### src/rtl/conv_ctrl_pkg.sv
// Purpose: shared constants and types for the converter mode and trigger control block
// Assumes: 32-bit classic wishbone, one register per aligned word, 8-bit data in the low bits
// Notes:   conversion counts are in conversion clocks, one tick of the divided clock each
package conv_ctrl_pkg;

    // register byte offsets
    localparam logic [7:0] OFS_RESET_CTRL   = 8'h00;
    localparam logic [7:0] OFS_CLOCK_ENABLE = 8'h04;
    localparam logic [7:0] OFS_MODE_CTRL    = 8'h08;
    localparam logic [7:0] OFS_TRIG_CTRL    = 8'h0C;
    localparam logic [7:0] OFS_STATUS       = 8'h10;

    // reset values
    localparam logic [7:0] RST_RESET_CTRL   = 8'h00;
    localparam logic [7:0] RST_CLOCK_ENABLE = 8'h00;
    localparam logic [7:0] RST_MODE_CTRL    = 8'h00;
    localparam logic [7:0] RST_TRIG_CTRL    = 8'h00;

    // field positions
    localparam int BIT_CONV_RESET_HOLD  = 5;
    localparam int BIT_CONV_CLOCK_GATE  = 5;
    localparam int BIT_CONV_START       = 7;
    localparam int BIT_SCAN_SELECT      = 6;
    localparam int POS_CLK_DIV          = 3;
    localparam int POS_VOLT_MODE        = 1;
    localparam int BIT_CONV_ENABLE      = 0;
    localparam int POS_TRIG_MODE        = 6;
    localparam int BIT_ONE_SHOT         = 5;
    localparam int POS_TRIG_SRC         = 0;
    localparam logic [7:0] MODE_WMASK   = 8'hFF;
    localparam logic [7:0] TRIG_WMASK   = 8'hE3;  // bits 4..2 read as zero
    localparam logic [7:0] GATE_WMASK   = 8'h20;  // only the converter bit lives here
    localparam logic [7:0] RESET_WMASK  = 8'h20;

    // timing counts in conversion clocks
    localparam logic [4:0] STAB_CLOCKS     = 5'd2;
    localparam logic [4:0] LV1_CONV_CLOCKS = 5'd19;
    localparam logic [4:0] LV1_SAMP_CLOCKS = 5'd7;
    localparam logic [4:0] LV2_CONV_CLOCKS = 5'd17;
    localparam logic [4:0] LV2_SAMP_CLOCKS = 5'd5;

    // divisors for the conversion clock field
    localparam logic [6:0] DIV_000 = 7'd64;
    localparam logic [6:0] DIV_001 = 7'd32;
    localparam logic [6:0] DIV_010 = 7'd16;
    localparam logic [6:0] DIV_011 = 7'd8;
    localparam logic [6:0] DIV_100 = 7'd6;
    localparam logic [6:0] DIV_101 = 7'd5;
    localparam logic [6:0] DIV_110 = 7'd4;
    localparam logic [6:0] DIV_111 = 7'd2;

    typedef enum logic [1:0] {
        TRIG_SW         = 2'b00,
        TRIG_SW_ALT     = 2'b01,
        TRIG_HW_NOWAIT  = 2'b10,
        TRIG_HW_WAIT    = 2'b11
    } trig_mode_e;

    typedef enum logic [1:0] {
        SRC_TIMER_CH1   = 2'b00,
        SRC_EVENT_LINK  = 2'b01,
        SRC_RTC         = 2'b10,
        SRC_INTERVAL    = 2'b11
    } trig_src_e;

    typedef enum logic [2:0] {
        ST_IDLE      = 3'b000,
        ST_STABILIZE = 3'b001,
        ST_ARMED     = 3'b010,
        ST_SAMPLE    = 3'b011,
        ST_CONVERT   = 3'b100
    } conv_state_e;

    // hardware trigger event pulses, one clock each
    typedef struct packed {
        logic timer_ch1_event;
        logic event_link_controller;
        logic rtc_event;
        logic interval_timer_event;
    } hw_events_s;

endpackage : conv_ctrl_pkg

### src/rtl/adc_mode_trigger_control.sv
// Purpose: register file and conversion sequencer for an on-chip a/d converter
// Assumes: wishbone classic slave, 32-bit data; event inputs are one-clock pulses
// Notes:   the analog core is outside; this block tells it when to stabilize, sample and convert
`timescale 1ns/1ps
`default_nettype none
module adc_mode_trigger_control
    import conv_ctrl_pkg::*;
#(
    parameter int ADDR_W = 8
) (
    // clock and reset
    input  wire logic              clk_in,
    input  wire logic              rst_in,
    // wishbone classic slave
    input  wire logic              wb_cyc_in,
    input  wire logic              wb_stb_in,
    input  wire logic              wb_we_in,
    input  wire logic [ADDR_W-1:0] wb_adr_in,
    input  wire logic [3:0]        wb_sel_in,
    input  wire logic [31:0]       wb_dat_in,
    output logic      [31:0]       wb_dat_out,
    output logic                   wb_ack_out,
    output logic                   wb_err_out,
    // hardware trigger events
    input  wire hw_events_s        hw_events_in,
    // converter control
    output logic                   conv_reset_hold_out,
    output logic                   conv_clock_gate_out,
    output logic                   channel_scan_out,
    output logic                   conv_clk_tick_out,
    output logic                   stabilize_out,
    output logic                   sample_out,
    output logic                   convert_out,
    output logic                   conv_done_out,
    output logic                   scan_step_out
);

    initial begin
        if (ADDR_W < 5) $error("adc_mode_trigger_control: ADDR_W too small for the register map");
    end

    // registers
    logic [7:0]  reset_ctrl;
    logic [7:0]  clock_enable;
    logic [7:0]  mode_ctrl;
    logic [7:0]  trig_ctrl;
    conv_state_e state;
    conv_state_e next_state;
    logic [4:0]  phase_cnt;
    logic [4:0]  next_phase_cnt;
    logic [7:0]  done_count;

    // decoded fields
    logic        conv_reset_hold;
    logic        conv_clock_gate;
    logic        conv_start;
    logic        conv_enable;
    logic [1:0]  volt_mode;
    trig_mode_e  trig_mode;
    trig_src_e   trig_src;
    logic        one_shot_select;
    logic        tick;
    logic        hw_trigger;
    // trigger caught while armed, held for the next conversion clock
    logic        trig_pending;
    logic [4:0]  samp_clocks;
    logic [4:0]  hold_clocks;
    logic        conv_finish;
    logic        clear_start;

    // bus decode
    logic        bus_req;
    logic        bus_wr;
    logic [7:0]  wr_byte;
    logic [7:0]  adr;
    logic        adr_hit;
    logic [7:0]  rd_byte;

    assign conv_reset_hold = reset_ctrl[BIT_CONV_RESET_HOLD];
    assign conv_clock_gate = clock_enable[BIT_CONV_CLOCK_GATE];
    assign conv_start      = mode_ctrl[BIT_CONV_START];
    assign conv_enable     = mode_ctrl[BIT_CONV_ENABLE];
    assign volt_mode       = mode_ctrl[POS_VOLT_MODE +: 2];
    assign trig_mode       = trig_mode_e'(trig_ctrl[POS_TRIG_MODE +: 2]);
    assign trig_src        = trig_src_e'(trig_ctrl[POS_TRIG_SRC +: 2]);
    assign one_shot_select = trig_ctrl[BIT_ONE_SHOT];

    // requests are answered one cycle after they appear; the write lands on the ack edge
    assign bus_req = wb_cyc_in && wb_stb_in;
    assign bus_wr  = bus_req && wb_we_in && wb_ack_out && wb_sel_in[0];
    assign wr_byte = wb_dat_in[7:0];
    assign adr     = 8'(wb_adr_in);

    // address decode for reads and the valid-address check
    always_comb begin
        adr_hit = 1'b1;
        if (adr == OFS_RESET_CTRL) begin
            rd_byte = reset_ctrl;
        end else if (adr == OFS_CLOCK_ENABLE) begin
            rd_byte = clock_enable;
        end else if (adr == OFS_MODE_CTRL) begin
            rd_byte = mode_ctrl;
        end else if (adr == OFS_TRIG_CTRL) begin
            rd_byte = trig_ctrl;
        end else if (adr == OFS_STATUS) begin
            rd_byte = {done_count[4:0], 3'(state)};
        end else begin
            rd_byte = 8'h00;
            adr_hit = 1'b0;
        end
    end

    // bus answer: ack for mapped words, err for the rest, dropped the cycle after
    always_ff @(posedge clk_in or posedge rst_in) begin
        if (rst_in) begin
            wb_ack_out <= 1'b0;
            wb_err_out <= 1'b0;
            wb_dat_out <= 32'h0000_0000;
        end else begin
            wb_ack_out <= bus_req && adr_hit && !wb_ack_out && !wb_err_out;
            wb_err_out <= bus_req && !adr_hit && !wb_ack_out && !wb_err_out;
            wb_dat_out <= {24'h00_0000, rd_byte};
        end
    end

    // peripheral reset and clock gate registers are outside the converter's own reset
    always_ff @(posedge clk_in or posedge rst_in) begin
        if (rst_in) begin
            reset_ctrl   <= RST_RESET_CTRL;
            clock_enable <= RST_CLOCK_ENABLE;
        end else if (bus_wr) begin
            if (adr == OFS_RESET_CTRL) begin
                reset_ctrl <= wr_byte & RESET_WMASK;
            end else if (adr == OFS_CLOCK_ENABLE) begin
                clock_enable <= wr_byte & GATE_WMASK;
            end
        end
    end

    // mode register; writes need the clock supplied, hardware clears start after a software-triggered one-shot
    always_ff @(posedge clk_in or posedge rst_in) begin
        if (rst_in) begin
            mode_ctrl <= RST_MODE_CTRL;
        end else if (conv_reset_hold) begin
            mode_ctrl <= RST_MODE_CTRL;
        end else if (bus_wr && conv_clock_gate && adr == OFS_MODE_CTRL) begin
            mode_ctrl <= wr_byte & MODE_WMASK;  // a software set beats the hardware clear
        end else if (clear_start) begin
            mode_ctrl[BIT_CONV_START] <= 1'b0;
        end
    end

    // trigger register
    always_ff @(posedge clk_in or posedge rst_in) begin
        if (rst_in) begin
            trig_ctrl <= RST_TRIG_CTRL;
        end else if (conv_reset_hold) begin
            trig_ctrl <= RST_TRIG_CTRL;
        end else if (bus_wr && conv_clock_gate && adr == OFS_TRIG_CTRL) begin
            trig_ctrl <= wr_byte & TRIG_WMASK;
        end
    end

    // conversion clock ticks only while the clock is supplied and the block is out of reset
    conv_clk_divider #(
        .CNT_W     (7)
    ) u_divider (
        .clk_in    (clk_in),
        .rst_in    (rst_in),
        .enable_in (conv_clock_gate && !conv_reset_hold),
        .sel_in    (mode_ctrl[POS_CLK_DIV +: 3]),
        .tick_out  (tick)
    );

    // trigger source select
    always_comb begin
        case (trig_src)
            SRC_TIMER_CH1:  hw_trigger = hw_events_in.timer_ch1_event;
            SRC_EVENT_LINK: hw_trigger = hw_events_in.event_link_controller;
            SRC_RTC:        hw_trigger = hw_events_in.rtc_event;
            default:        hw_trigger = hw_events_in.interval_timer_event;
        endcase
    end

    // per-mode sampling and hold counts; modes without a table fall back to mode 1 timing
    always_comb begin
        if (volt_mode == 2'b11) begin
            samp_clocks = LV2_SAMP_CLOCKS;
            hold_clocks = LV2_CONV_CLOCKS - LV2_SAMP_CLOCKS;
        end else begin
            samp_clocks = LV1_SAMP_CLOCKS;
            hold_clocks = LV1_CONV_CLOCKS - LV1_SAMP_CLOCKS;
        end
    end

    assign conv_finish = (state == ST_CONVERT) && tick && (phase_cnt == 5'd1);

    // sequencer: each phase counts conversion clock ticks down to one
    always_comb begin
        next_state     = state;
        next_phase_cnt = phase_cnt;
        clear_start    = 1'b0;
        if (!conv_start || !conv_enable) begin
            next_state = ST_IDLE;
        end else begin
            case (state)
                ST_IDLE: begin
                    if (trig_mode == TRIG_HW_WAIT) begin
                        next_state = ST_ARMED;
                    end else if (tick) begin
                        // start on a tick so the stabilization wait is two whole clocks
                        next_state     = ST_STABILIZE;
                        next_phase_cnt = STAB_CLOCKS;
                    end
                end
                ST_STABILIZE: begin
                    if (tick && phase_cnt == 5'd1) begin
                        if (trig_mode == TRIG_HW_NOWAIT) begin
                            next_state = ST_ARMED;  // stabilize once, then wait for triggers
                        end else begin
                            next_state     = ST_SAMPLE;
                            next_phase_cnt = samp_clocks;
                        end
                    end else if (tick) begin
                        next_phase_cnt = phase_cnt - 5'd1;
                    end
                end
                ST_ARMED: begin
                    // act on a tick only, so the phase that follows is whole
                    if ((hw_trigger || trig_pending) && tick && trig_mode == TRIG_HW_WAIT) begin
                        next_state     = ST_STABILIZE;
                        next_phase_cnt = STAB_CLOCKS;
                    end else if ((hw_trigger || trig_pending) && tick) begin
                        next_state     = ST_SAMPLE;
                        next_phase_cnt = samp_clocks;
                    end
                end
                ST_SAMPLE: begin
                    if (tick && phase_cnt == 5'd1) begin
                        next_state     = ST_CONVERT;
                        next_phase_cnt = hold_clocks;
                    end else if (tick) begin
                        next_phase_cnt = phase_cnt - 5'd1;
                    end
                end
                ST_CONVERT: begin
                    if (conv_finish) begin
                        if (!one_shot_select) begin
                            next_state     = ST_SAMPLE;
                            next_phase_cnt = samp_clocks;
                        end else if (!trig_mode[1]) begin
                            next_state  = ST_IDLE;
                            clear_start = 1'b1;
                        end else begin
                            next_state = (trig_mode == TRIG_HW_WAIT) ? ST_ARMED : ST_ARMED;
                        end
                    end else if (tick) begin
                        next_phase_cnt = phase_cnt - 5'd1;
                    end
                end
                default: begin
                    next_state = ST_IDLE;
                end
            endcase
        end
    end

    // sequencer state, held in reset while reset hold is set
    always_ff @(posedge clk_in or posedge rst_in) begin
        if (rst_in) begin
            state     <= ST_IDLE;
            phase_cnt <= 5'd0;
        end else if (conv_reset_hold) begin
            state     <= ST_IDLE;
            phase_cnt <= 5'd0;
        end else begin
            state     <= next_state;
            phase_cnt <= next_phase_cnt;
        end
    end

    // a trigger that falls between conversion clocks waits here, so every phase starts on a tick
    // trade-off: a start may lag its trigger by up to one conversion clock
    always_ff @(posedge clk_in or posedge rst_in) begin
        if (rst_in) begin
            trig_pending <= 1'b0;
        end else begin
            trig_pending <= state == ST_ARMED && next_state == ST_ARMED && (hw_trigger || trig_pending);
        end
    end

    // completed conversion counter for status readback
    always_ff @(posedge clk_in or posedge rst_in) begin
        if (rst_in) begin
            done_count <= 8'h00;
        end else if (conv_reset_hold) begin
            done_count <= 8'h00;
        end else if (conv_finish) begin
            done_count <= done_count + 8'h01;
        end
    end

    // registered outputs toward the analog core
    always_ff @(posedge clk_in or posedge rst_in) begin
        if (rst_in) begin
            conv_reset_hold_out <= 1'b0;
            conv_clock_gate_out <= 1'b0;
            channel_scan_out    <= 1'b0;
            conv_clk_tick_out   <= 1'b0;
            stabilize_out       <= 1'b0;
            sample_out          <= 1'b0;
            convert_out         <= 1'b0;
            conv_done_out       <= 1'b0;
            scan_step_out       <= 1'b0;
        end else begin
            conv_reset_hold_out <= conv_reset_hold;
            conv_clock_gate_out <= conv_clock_gate;
            channel_scan_out    <= mode_ctrl[BIT_SCAN_SELECT];
            conv_clk_tick_out   <= tick;
            stabilize_out       <= next_state == ST_STABILIZE;
            sample_out          <= next_state == ST_SAMPLE;
            convert_out         <= next_state == ST_CONVERT;
            conv_done_out       <= conv_finish && !conv_reset_hold;
            scan_step_out       <= conv_finish && !conv_reset_hold && mode_ctrl[BIT_SCAN_SELECT];
        end
    end

endmodule : adc_mode_trigger_control
`default_nettype wire

### src/rtl/conv_clk_divider.sv
// Purpose: makes one-cycle conversion clock ticks from the system clock
// Assumes: sel is stable while enable is high; changing it restarts the count
// Notes:   a tick is a clock enable, not a derived clock, so no second domain appears
`timescale 1ns/1ps
`default_nettype none
module conv_clk_divider
    import conv_ctrl_pkg::*;
#(
    parameter int CNT_W = 7
) (
    // clock and reset
    input  wire logic             clk_in,
    input  wire logic             rst_in,
    // control
    input  wire logic             enable_in,
    input  wire logic [2:0]       sel_in,
    // tick output
    output logic                  tick_out
);

    initial begin
        if (CNT_W < 7) $error("conv_clk_divider: CNT_W must hold a count of 64");
    end

    logic [CNT_W-1:0] count;
    logic [CNT_W-1:0] divisor;
    logic [2:0]       sel_q;

    // divisor lookup for the three-bit clock field
    always_comb begin
        case (sel_in)
            3'b000:  divisor = CNT_W'(DIV_000);
            3'b001:  divisor = CNT_W'(DIV_001);
            3'b010:  divisor = CNT_W'(DIV_010);
            3'b011:  divisor = CNT_W'(DIV_011);
            3'b100:  divisor = CNT_W'(DIV_100);
            3'b101:  divisor = CNT_W'(DIV_101);
            3'b110:  divisor = CNT_W'(DIV_110);
            default: divisor = CNT_W'(DIV_111);
        endcase
    end

    // count down from divisor-1; restart when disabled or the field changes
    always_ff @(posedge clk_in or posedge rst_in) begin
        if (rst_in) begin
            count    <= '0;
            tick_out <= 1'b0;
            sel_q    <= 3'b000;
        end else begin
            sel_q <= sel_in;
            if (!enable_in || sel_q != sel_in) begin
                count    <= divisor - CNT_W'(1);
                tick_out <= 1'b0;
            end else if (count == '0) begin
                count    <= divisor - CNT_W'(1);
                tick_out <= 1'b1;
            end else begin
                count    <= count - CNT_W'(1);
                tick_out <= 1'b0;
            end
        end
    end

endmodule : conv_clk_divider
`default_nettype wire

### config.mk
export PLATFORM = sky130hd
export DESIGN_NAME = adc_mode_trigger_control
export DESIGN_NICKNAME = d
export VERILOG_FILES = /design/src/rtl/conv_ctrl_pkg.sv /design/src/rtl/adc_mode_trigger_control.sv /design/src/rtl/conv_clk_divider.sv
export SDC_FILE = /design/constraint.sdc
export NUM_CORES = 1
export LEC_CHECK = 0
export ABC_AREA = 1
export BUFFER_PORTS_ARGS = -buffer_cell sky130_fd_sc_hd__buf_2
export CAP_MARGIN = 20
export CORE_UTILIZATION = 30
export DETAILED_ROUTE_END_ITERATION = 8
export PLACE_DENSITY = 0.5
export RECOVER_POWER = 100
export SETUP_SLACK_MARGIN = 0.1
export SLEW_MARGIN = 20
export SYNTH_ARGS = -nofsm -noshare
export SYNTH_HDL_FRONTEND = slang
export SYNTH_SLANG_ARGS = --single-unit
### constraint.sdc
create_clock -name clk_in -period 2.6 [get_ports clk_in]
set_input_delay 0 -clock clk_in [delete_from_list [all_inputs] [get_ports clk_in]]
set_output_delay 0 -clock clk_in [all_outputs]
set_load 0.02 [all_outputs]
# Word-level counts from Yosys, hierarchy flattened
# Index checks and enable logic that the tools add are counted.
[word_totals] elab_cells=162 in_bits=53 ff_bits=65 out_inout_bits=43
[classes] n_mux=56 n_bitwise=1 eq_ne=31 n_addsub=4 n_reduce_logical=46
[ops] op="$mux W8" n=10
[ops] op="$mux W5" n=12
[ops] op="$pmux W7 S7" n=1
[ops] op="$mux W3" n=9
[ops] op="$pmux W5 S5" n=1
[ops] op="$logic_and A1 B1 Y1" n=23
[ops] op="$mux W7" n=3
[ops] op="$eq A3 B2 Y1 const B" n=6
[ops] op="$eq A8 B4 Y1 const B" n=2
[ops] op="$eq A3 B3 Y1 const B" n=5
[ops] op="$mux W1" n=15
[ops] op="$pmux W3 S5" n=1
[ops] op="$sub A7 B1 Y7 const B" n=2
[ops] op="$ne A4 B4 Y1 const B" n=3
[ops] op="$eq A3 B1 Y1 const B" n=3
[ops] op="$add A8 B1 Y8 const B" n=1
[ops] op="$eq A2 B2 Y1 const B" n=4
[ops] op="$eq A8 B3 Y1 const B" n=1
[ops] op="$eq A8 B5 Y1 const B" n=1
[ops] op="$logic_not A8 Y1" n=1
[ops] op="$logic_not A1 Y1" n=7
[ops] op="$logic_not A7 Y1" n=1
[ops] op="$reduce_and A7 Y1" n=1
[ops] op="$logic_not A3 Y1" n=2
[ops] op="17 further kinds" n=23

# Depth between registers and ports, before layout
# Gate-level depths: netlist of run 1.
[depth] ltp_word=11 ltp_mapped=11 mapped_depth_nobuf=11

# By module
# Synthesis of run 1 repeated with hierarchy kept, for this count alone.
[unflattened] cells_unflattened=435 hier_area_um2=3410.8
[by_module_without_submodules] module="adc_mode_trigger_control" area_each_um2=2748.9 seq_area_each_um2=1201.2 instances=1 cells_each=347
[by_module_without_submodules] module="conv_clk_divider" area_each_um2=661.9 seq_area_each_um2=275.3 instances=1 cells_each=88

# Worst setup path before layout of run 1
# No wires, ideal clock.
[synth_timing] kind="flip-flop to flip-flop" from="register phase_cnt[1]" to="register sample_out" path_stages_with_launch=12 path_slack_ps=1137 setup_time_ps=118 t_arrival_ps=1346 t_required_ps=2482 cell_sequence="dfrtp_1 inv_1 ha_1 nand2_1 nor2_4 nand3_2 inv_1 nand2_1 nand2_1 nand3_1 nand2_1 nor2_1"
[synth_between] elab_chain_cells=6 elab_cells_between_ends=9
[synth_lines] item="start, declared" line="adc_mode_trigger_control.sv:49" rtl="logic [4:0] phase_cnt;"
[synth_lines] item="start signal, assigned" line="adc_mode_trigger_control.sv:278" rtl="phase_cnt <= next_phase_cnt;"
[synth_lines] item="$eq A5 B1 Y1 *" line="adc_mode_trigger_control.sv:196, adc_mode_trigger_control.sv:217, adc_mode_trigger_control.sv:239"
[synth_lines] item="$logic_and A1 B1 Y1, on equally long branches" line="adc_mode_trigger_control.sv:196, adc_mode_trigger_control.sv:217, adc_mode_trigger_control.sv:239"
[synth_lines] item="$mux W3, on equally long branches" line="adc_mode_trigger_control.sv:247, adc_mode_trigger_control.sv:217, adc_mode_trigger_control.sv:239"
[synth_lines] item="$pmux W3 S5 *" line="adc_mode_trigger_control.sv:206" rtl="case (state)"
[synth_lines] item="$mux W3 *" line="adc_mode_trigger_control.sv:203" rtl="if (!conv_start || !conv_enable) begin"
[synth_lines] item="$eq A3 B2 Y1 *" line="adc_mode_trigger_control.sv:321" rtl="sample_out <= next_state == ST_SAMPLE;"
[synth_lines] item="end signal, assigned" line="adc_mode_trigger_control.sv:311" rtl="sample_out <= 1'b0;"
[synth_lines] item="end signal, assigned" line="adc_mode_trigger_control.sv:321"
[synth_lines] item="end, declared" line="adc_mode_trigger_control.sv:32" rtl="output logic sample_out,"
# Every way passes the cells marked *; elsewhere a longest branch is shown, timed or not.
# A chain may end at the register's enable or synchronous reset.

# Worst setup path in the final report of run 1
[layout_timing] from="register phase_cnt[1]" to="register state[1]"
[layout_between] elab_chain_cells=6 elab_cells_between_ends=9
[layout_lines] item="$eq A5 B1 Y1 *" line="adc_mode_trigger_control.sv:196, adc_mode_trigger_control.sv:217, adc_mode_trigger_control.sv:239"
[layout_lines] item="$logic_and A1 B1 Y1, on equally long branches" line="adc_mode_trigger_control.sv:196, adc_mode_trigger_control.sv:217, adc_mode_trigger_control.sv:239"
[layout_lines] item="$mux W3, on equally long branches" line="adc_mode_trigger_control.sv:247, adc_mode_trigger_control.sv:217, adc_mode_trigger_control.sv:239"
[layout_lines] item="$pmux W3 S5 *" line="adc_mode_trigger_control.sv:206"
[layout_lines] item="$mux W3 *" line="adc_mode_trigger_control.sv:203"
[layout_lines] item="$mux W3 *" line="adc_mode_trigger_control.sv:273" rtl="end else if (conv_reset_hold) begin"
[layout_lines] item="end signal, assigned" line="adc_mode_trigger_control.sv:277" rtl="state <= next_state;"
[layout_lines] item="end, declared" line="adc_mode_trigger_control.sv:47" rtl="conv_state_e state;"
# Marks and branches as above.

==> results.cfg, run 1 <==
[placed_design]
place_inst = 591
gp_congestion = 0.859
hpwl_mm = 5.75
numPortBuffers = 44

[sta]
tns_ps = 0
rsz0062_at_grt = no
finalCriticalPeriod_ps = 2010
setup_viol = 0
drv_slew = 0
fmax_ghz = 0.497
fin_worst_skew_ps = 11.7
slew_headroom_pct = 30.5
hold_ws_ps = 19.2
finalHoldViolations = 0
finalCritPeriodShare_pct = 77.3
worst_slew_pin_slew_ps = 1040

[clocking]
postCtsSetupBuffers = 0
cts_sinks = 59
numCtsBuffers = 9
clockBufferDepth = 2
path_clk_slew_ps = 70
clk_latency_ps = 350
cts_tree = yes
cts_resized = 0
cts-root-buf = clkbuf_8
htreeDepth = 3
cts_hold_repair.buffers = 9

[floorplan]
dieArea_um2 = 11400
ios = 96
start_util_pct = 31.4
die_h_um = 107
rows = 37
die_x_um = 107
core_area_um2 = 10500

[finish]
fin_util_pct = 36.3
multi_input_area_um2 = 1470
layout.area.seq_um2 = 1480
finalNonFillerCells = 615
synthToLayoutAreaGrowth_pct = 15.6
fillers = 1138
layout-drive-gt1-share_pct = 12.3
antennaDiodeCount = 0
layout.nets = 534

[critical_path]
path_max_fanout = 8
r2r_cells = 11
critPathArrivalTime_ps = 2220
reg2reg_to = state[1]
end_kind = flop
worst_setup_path_start_kind = flop
critPathKind = flop to flop
rr_startpoint = phase_cnt[1]
regToRegSetupSlack_ps = 590
required_ps = 2810

[min_path]
hold_depth = 4
min_from = wb_stb_in
min_to = wb_ack_out
hold_class = input port to flop

[power]
power.density_nw_per_um2 = 489
ir_worst_vdd_mv = 0.286
total_leakage_power_nw = 1.89

[yosys]
yosys.area.top_type = dfrtp_1
synthTopCellsByArea = dfrtp_1, nand2_1, buf_4
synthArstFlopShare_pct = 100
synthCells = 415
synth_area_um2 = 3290
synth-seq-cells = 59
synth.distinct_cells = 37
synth.most_common_cell = nand2_1
avgSynthCellArea_um2 = 7.92
synth-edff-count = 0
synth_top_area_share_pct = 44.9
synth_commonest_cells = nand2_1, dfrtp_1, inv_1
yosysSeqAreaShare_pct = 44.9
yosysWarnings = 0
synth-main-ff-cell = dfrtp_1

[drt]
num_vias = 2739
drc = 0
drt_iter0_drc = 117
antenna_left = 0
wl_per_cell_um = 12.4
first_pass_iters = 5
vias_per_cell = 4.45
drt_wl_total_mm = 7.66

[global_route]
first_global_vias = 2779
gr-total-overflow = 0
grt_max_degree = 28
grt_usage_pct = 15.3
antenna_found_initial = 0
grt_pass1_wl_mm = 13.3

[status]
status = completed

[flow_run]
maxCapViolCount = 0
power by group:
part           internal [W]  switching, W
Sequential         0.000919    0.00000102
Clock              0.000463      0.000372
Combinational     0.0000297     0.0000746
cell type report:
cell class / count / share of cell area (%)
clock buffer: 11 / 3.72
clock inverter: 4 / 1.35
inverter: 52 / 5.13
multi-input combinational: 297 / 38.6
sequential: 59 / 38.8
tap: 136 / 4.48
timing repair buffer: 56 / 7.83
cells in the final DEF, fill, tap and decap left out, drive strengths merged, types with 10 or more instances in the layout:
| master | instances |
|---|---|
| conb | 24 |
| nand3 | 41 |
| clkbuf | 33 |
| dfrtp | 59 |
| a21oi | 10 |
| nor2 | 44 |
| inv | 52 |
| nand2 | 97 |
| buf | 25 |
| o21ai | 38 |
state kept, by name (all words and copies together), names as in the netlist, 3 cells and up:
name,flops
done_count,5
mode_ctrl,8
phase_cnt,5
state,3
trig_ctrl,5
u_divider.count,7
u_divider.sel_q,3
wb_dat_out,8
worst max-delay path by stage:
stage / from / endpoint / slack, ps / cells after the start
6_report: phase_cnt[1] / state[1] / 590 / 11
5_1_grt: phase_cnt[1] / phase_cnt[0] / 330 / 11
4_1_cts: phase_cnt[1] / state[1] / 810 / 11
3_5_place_dp: phase_cnt[1] / state[1] / 830 / 11
3_3_place_gp: phase_cnt[1] / state[1] / 880 / 11
2_1_floorplan: rst_in / channel_scan_out / 1140 / 1
routing by layer:
layer,track usage (%),vias to the layer above,wire (um)
met4,5.87,0,128
li1,-,1417,-
met2,25.2,61,3610
met3,2.80,9,270
met1,19.8,1252,3640
met5,0,-,0
stage by stage:
stage / setup WS (ps) / cell area [um^2] / total power (W)
5_1_grt: 333 / 3800 / 0.00194
6_report: 589 / 3800 / 0.00186
3_3_place_gp: 885 / 3570 / 0.00104
3_5_place_dp: 826 / 3570 / 0.00104
2_1_floorplan: 1140 / 3370 / 0.00103
4_1_cts: 812 / 3860 / 0.00189
logic make-up (layout without fill, tap and decap cells):
family | count (synthesis) | after routing | synth area share [%]
AO/OA/AOI/OAI | 62 | 62 | 10.8
XOR/XNOR | 8 | 8 | 2.13
other | 1 | 24 | 0.114
buffers and inverters | 82 | 123 | 12.4
adder cells (fa/ha/maj) | 6 | 6 | 2.28
flip-flops | 59 | 59 | 44.9
AND/OR/NAND/NOR | 197 | 197 | 27.4
worst max-delay path, stage by stage (launching register included):
cell and delay [ps]:
dfrtp_1 390, inv_1 110, ha_1 230, nand2_1 70, nor2_1 400, nand3_2 170, inv_1 110, nand2_1 70
nand2_1 60, nand3_1 100, nand2_1 120, nor2_1 50
Power figures use the tool's default switching activity.
==> inputs of run 2 (changes only) <==
- PLACE_DENSITY: 0.5 -> 0.52
- clock period: 2.6 -> 1.65 ns (I/O delays scaled with it)
==> results.cfg, run 2 (synthesized netlist as in run 1, its figures left out) <==
[status]
status = completed

[power]
ir_worst_vdd_mv = 0.541
total_leakage_power_nw = 2.05
power.density_nw_per_um2 = 770
p_total_w = 0.00324

[finish]
top_regs = mode_ctrl x8, wb_dat_out x8, u_divider.count x7
layout.nets = 558
final_common_cell = nand2_1
antennaDiodeCount = 0
layout-drive-gt1-share_pct = 24.6
layout_common_cells = nand2_1, dfrtp_1, inv_1
fillers = 1117
postLayoutCellArea_um2 = 4210
synthToLayoutAreaGrowth_pct = 28.1

[drt]
met2_length_mm = 3.76
routed.top_layer = met4
first_pass_iters = 4
num_vias = 2876
drc = 0
wl_per_cell_um = 12.5
antenna_left = 0
drt_wl_total_mm = 7.98
dr_wl_met3_um = 296
drt_iter0_drc = 124
m1WireLength_mm = 3.79
vias_per_cell = 4.49

[global_route]
first_global_vias = 2740
grt_max_degree = 60
grt_usage_pct = 14.8
gr-total-overflow = 0
grt_pass1_wl_mm = 13.0
antenna_found_initial = 0

[critical_path]
cpPeakStageDelay_ps = 410
crit_slowest_cell = dfrtp_1
crit_chain = nor2_4 > nand2_4 > nor2_4 > nand2_2 > nor2_4 > nor2_4 > nand2_4 > inv_4 > nand3_1 > nand2_1
critPathKind = flop to flop
critPathArrivalTime_ps = 1780
required_ps = 1880
critical_path_buf_inv_count = 1
end_kind = flop
cp_top_family = simple AND/OR/NAND/NOR gates
path_max_fanout = 8
crit_path_frequent_cell = nor2_4
worst_setup_path_start_kind = flop

[clocking]
clk_latency_ps = 340
cts_sinks = 59
numCtsBuffers = 9
cts-root-buf = clkbuf_8
clockBufferDepth = 2
cts_tree = yes
htreeDepth = 3
path_clk_slew_ps = 70

[floorplan]
die_h_um = 107
ios = 96
dieArea_um2 = 11400
start_util_pct = 31.4
core_area_um2 = 10500
die_x_um = 107
rows = 37

[flow_run]
maxCapViolCount = 0

[sta]
finalCriticalPeriod_ps = 1550
drv_slew = 0
finalHoldViolations = 0
fmax_ghz = 0.644
setup_viol = 0
worst_slew_pin_slew_ps = 822
tns_ps = 0
slew_headroom_pct = 45.2
finalCritPeriodShare_pct = 94.1
rsz0062_at_grt = yes
fin_worst_skew_ps = 8.85

[placed_design]
gp_congestion = 0.865
numPortBuffers = 44
placed_cell_area_um2 = 3660
hpwl_mm = 5.60

[min_path]
hold_class = input port to flop
run 2: cell count changes in the layout (fill, tap and decap cells not counted), sizes merged:
cell	before	now
clkbuf	33	34
clkinvlp	1	0
bufinv	1	3
nand3	41	42
buf	25	47
run 2: what timing repair did:
action / 4_1_cts / 5_1_grt
pin swaps: 3 / 32
cloned: 0 / 1
setup buffers: 2 / 11
endpoints found under the hold margin: 72 / 0
endpoints found under the setup margin: 11 / 27
gates resized for setup: 6 / 45
hold buffers: 9 / 0
run 2: layer usage:
| metal | track usage [%] | up-vias |
|---|---|---|
| met5 | 0 | - |
| met4 | 5.48 | 0 |
| met3 | 3.59 | 11 |
| met2 | 24.3 | 70 |
| met1 | 18.8 | 1328 |
| li1 | - | 1467 |
run 2: final cells by class:
type / instances / area, um^2 / area share (%)
timing repair buffer: 79 / 474 / 11.3
sequential: 59 / 1480 / 35.1
clock inverter: 5 / 100 / 2.38
multi-input combinational: 298 / 1650 / 39.1
inverter: 52 / 200 / 4.75
clock buffer: 11 / 141 / 3.36
tap: 136 / 170 / 4.04
run 2: worst paths after layout:
kind                                   start          endpoint  slack, ps  cells past startpoint
worst max-delay path            phase_cnt[2]      phase_cnt[2]        100                     10
max in group asynchronous             rst_in      mode_ctrl[4]        610                      4
min in group asynchronous             rst_in      phase_cnt[0]        470                      4
worst min-delay path               wb_stb_in        wb_ack_out         50                      4
worst max register to register  phase_cnt[2]      phase_cnt[2]        100                     10
worst min register to register  mode_ctrl[6]  channel_scan_out        450                      0
run 2: per-stage QoR:
step,std cells,setup slack (ps),hold slack [ps],utilization (%)
6_report,640,97.3,45.2,40.3
5_1_grt,640,-13.6,85.2,40.3
4_1_cts,628,113,36.3,38.5
3_5_place_dp,601,26.9,91.5,35.0
3_3_place_gp,601,46.7,89.4,35.0
2_1_floorplan,438,187,147,-
run 2: where the power goes:
group | internal [W] | switching [W]
clock network | 0.00104 | 0.000585
registers | 0.00145 | 0.00000140
logic | 0.0000477 | 0.000119
total | 0.00254 | 0.000705
run 2: worst register-to-register path: stages (launching register included):
cell,delay (ps)
dfrtp_1,410
nor2_4,210
nand2_4,70
nor2_4,180
nand2_2,110
nor2_4,130
nor2_4,50
nand2_4,120
inv_4,50
nand3_1,60
nand2_1,50
==> inputs of run 3 (changes only) <==
--- a/config.mk
+++ b/config.mk
@@ -10,2 +10,3 @@
 export CAP_MARGIN = 20
+export CORE_ASPECT_RATIO = 0.75
 export CORE_UTILIZATION = 30
==> constraint.sdc (replaced) <==
create_clock -name clk_in -period 1.65 [get_ports clk_in]
set_input_delay 0.0825 -clock clk_in [delete_from_list [all_inputs] [get_ports clk_in]]
set_output_delay 0.0825 -clock clk_in [all_outputs]
set_load 0.02 [all_outputs]
==> results.cfg, run 3 (synthesized netlist as in run 1, its figures left out) <==
[status]
status = completed

[finish]
layout_common_cells = nand2_1, dfrtp_1, inv_1
synthToLayoutAreaGrowth_pct = 28.1
antennaDiodeCount = 0
finalNonFillerCells = 633
fillers = 1088
postLayoutCellArea_um2 = 4210
top_regs = mode_ctrl x8, wb_dat_out x8, u_divider.count x7
layout.nets = 553
layout-drive-gt1-share_pct = 26.0
final_common_cell = nand2_1

[floorplan]
start_util_pct = 31.5
dieArea_um2 = 11400
core_area_um2 = 10500
die_x_um = 123
ios = 96
die_h_um = 92.7
rows = 32

[placed_design]
gp_congestion = 0.866
place_inst = 605
placed_cell_area_um2 = 3690
hpwl_mm = 5.88
numPortBuffers = 44
pre_cts_ws_ps = 44.0

[critical_path]
critPathArrivalTime_ps = 1740
r2r_cells = 10
required_ps = 1850
end_kind = flop
critPathKind = flop to flop
cp-startpoint = phase_cnt[3]
path_max_fanout = 4
crit_end = state[1]
rr_startpoint = phase_cnt[3]
worst_setup_path_start_kind = flop
reg2reg_to = state[1]
regToRegSetupSlack_ps = 120

[clocking]
clockBufferDepth = 2
cts-root-buf = clkbuf_16
htreeDepth = 3
cts_tree = yes
numCtsBuffers = 9
path_clk_slew_ps = 50
cts_sinks = 59
clk_latency_ps = 340

[sta]
tns_ps = 0
drv_slew = 0
fmax_ghz = 0.652
slew_headroom_pct = 45.5
finalCritPeriodShare_pct = 92.9
finalCriticalPeriod_ps = 1530
fin_worst_skew_ps = 6.28
finalHoldViolations = 0
setup_viol = 0
fin_ws_ps = 116
rsz0062_at_grt = yes
worst_slew_pin_slew_ps = 818

[power]
p_total_w = 0.00332
ir_worst_vdd_mv = 0.442
power.density_nw_per_um2 = 787
total_leakage_power_nw = 2.06

[min_path]
hold_depth = 3
hold_class = input port to flop

[drt]
drt_wl_total_mm = 8.38
vias_per_cell = 4.60
drt_iter0_drc = 119
num_vias = 2912
wl_per_cell_um = 13.2
antenna_left = 0
first_pass_iters = 4
drc = 0

[global_route]
gr-total-overflow = 0
grt_pass1_wl_mm = 12.8
first_global_vias = 2495
grt_usage_pct = 15.2
grt_max_degree = 60
antenna_found_initial = 0

[flow_run]
maxCapViolCount = 0
-- run 3: changes by cell type in the layout (fill, tap and decap cells not counted), sizes merged --
cell and change:
bufinv -3, clkinv +1, clkbuf +2, buf -2
dlygate4sd3 -5
-- run 3: where the power goes --
| group | internal (W) | switching, W | leakage (nW) |
|---|---|---|---|
| logic | 0.0000405 | 0.000116 | 1.14 |
| registers | 0.00145 | 0.00000154 | 0.786 |
| clock network | 0.00107 | 0.000636 | 0.137 |
-- run 3: timing repair --
item,4_1_cts,5_1_grt
hold buffers,4,0
setup buffers,2,7
gates cloned,0,1
resized for setup,5,58
hold endpoints to repair,62,0
setup endpoints to repair,7,27
pin swaps,2,21
-- run 3: through the flow --
| step | hold slack (ps) | utilization, % |
|---|---|---|
| 6_report | 19.6 | 40.3 |
| 2_1_floorplan | 230 | - |
| 4_1_cts | 15.2 | 38.6 |
| 3_5_place_dp | 176 | 35.3 |
| 5_1_grt | 55.0 | 40.3 |
| 3_3_place_gp | 172 | 35.3 |
-- run 3: worst min-delay path by stage --
stage,slack [ps],from,to
4_1_cts,20,wb_dat_in[0],mode_ctrl[0]
3_3_place_gp,170,rst_in,wb_dat_out[3]
5_1_grt,60,wb_dat_in[0],mode_ctrl[0]
6_report,20,wb_dat_in[1],mode_ctrl[1]
2_1_floorplan,230,wb_dat_in[2],mode_ctrl[2]
3_5_place_dp,180,rst_in,u_divider.count[5]
-- run 3: area by class of cell --
cell class	count	area [um^2]	area share (%)
Clock buffer	11	253	6.00
Clock inverter	3	15.0	0.357
Inverter	52	200	4.75
Multi-Input combinational cell	298	1670	39.6
Sequential cell	59	1480	35.2
Tap cell	136	170	4.04
Timing Repair Buffer	74	425	10.1
-- run 3: layer usage --
metal | up-vias | track usage [%] | part of all wire (%)
li1 | 1452 | - | -
met1 | 1346 | 23.8 | 52
met2 | 106 | 18.9 | 40
met3 | 8 | 5.17 | 7.5
met4 | 0 | 4.57 | 0.97
met5 | - | 0 | 0
-- run 3: critical path, stage by stage (launching register included) --
cell and delay [ps]:
dfrtp_2 430, nor2_4 190, nand2_4 70, nor2_4 130, nand3_2 120, inv_2 90
nand2_2 50, nand2_2 90, nand3_4 90, nand2_4 90, nor2_2 40
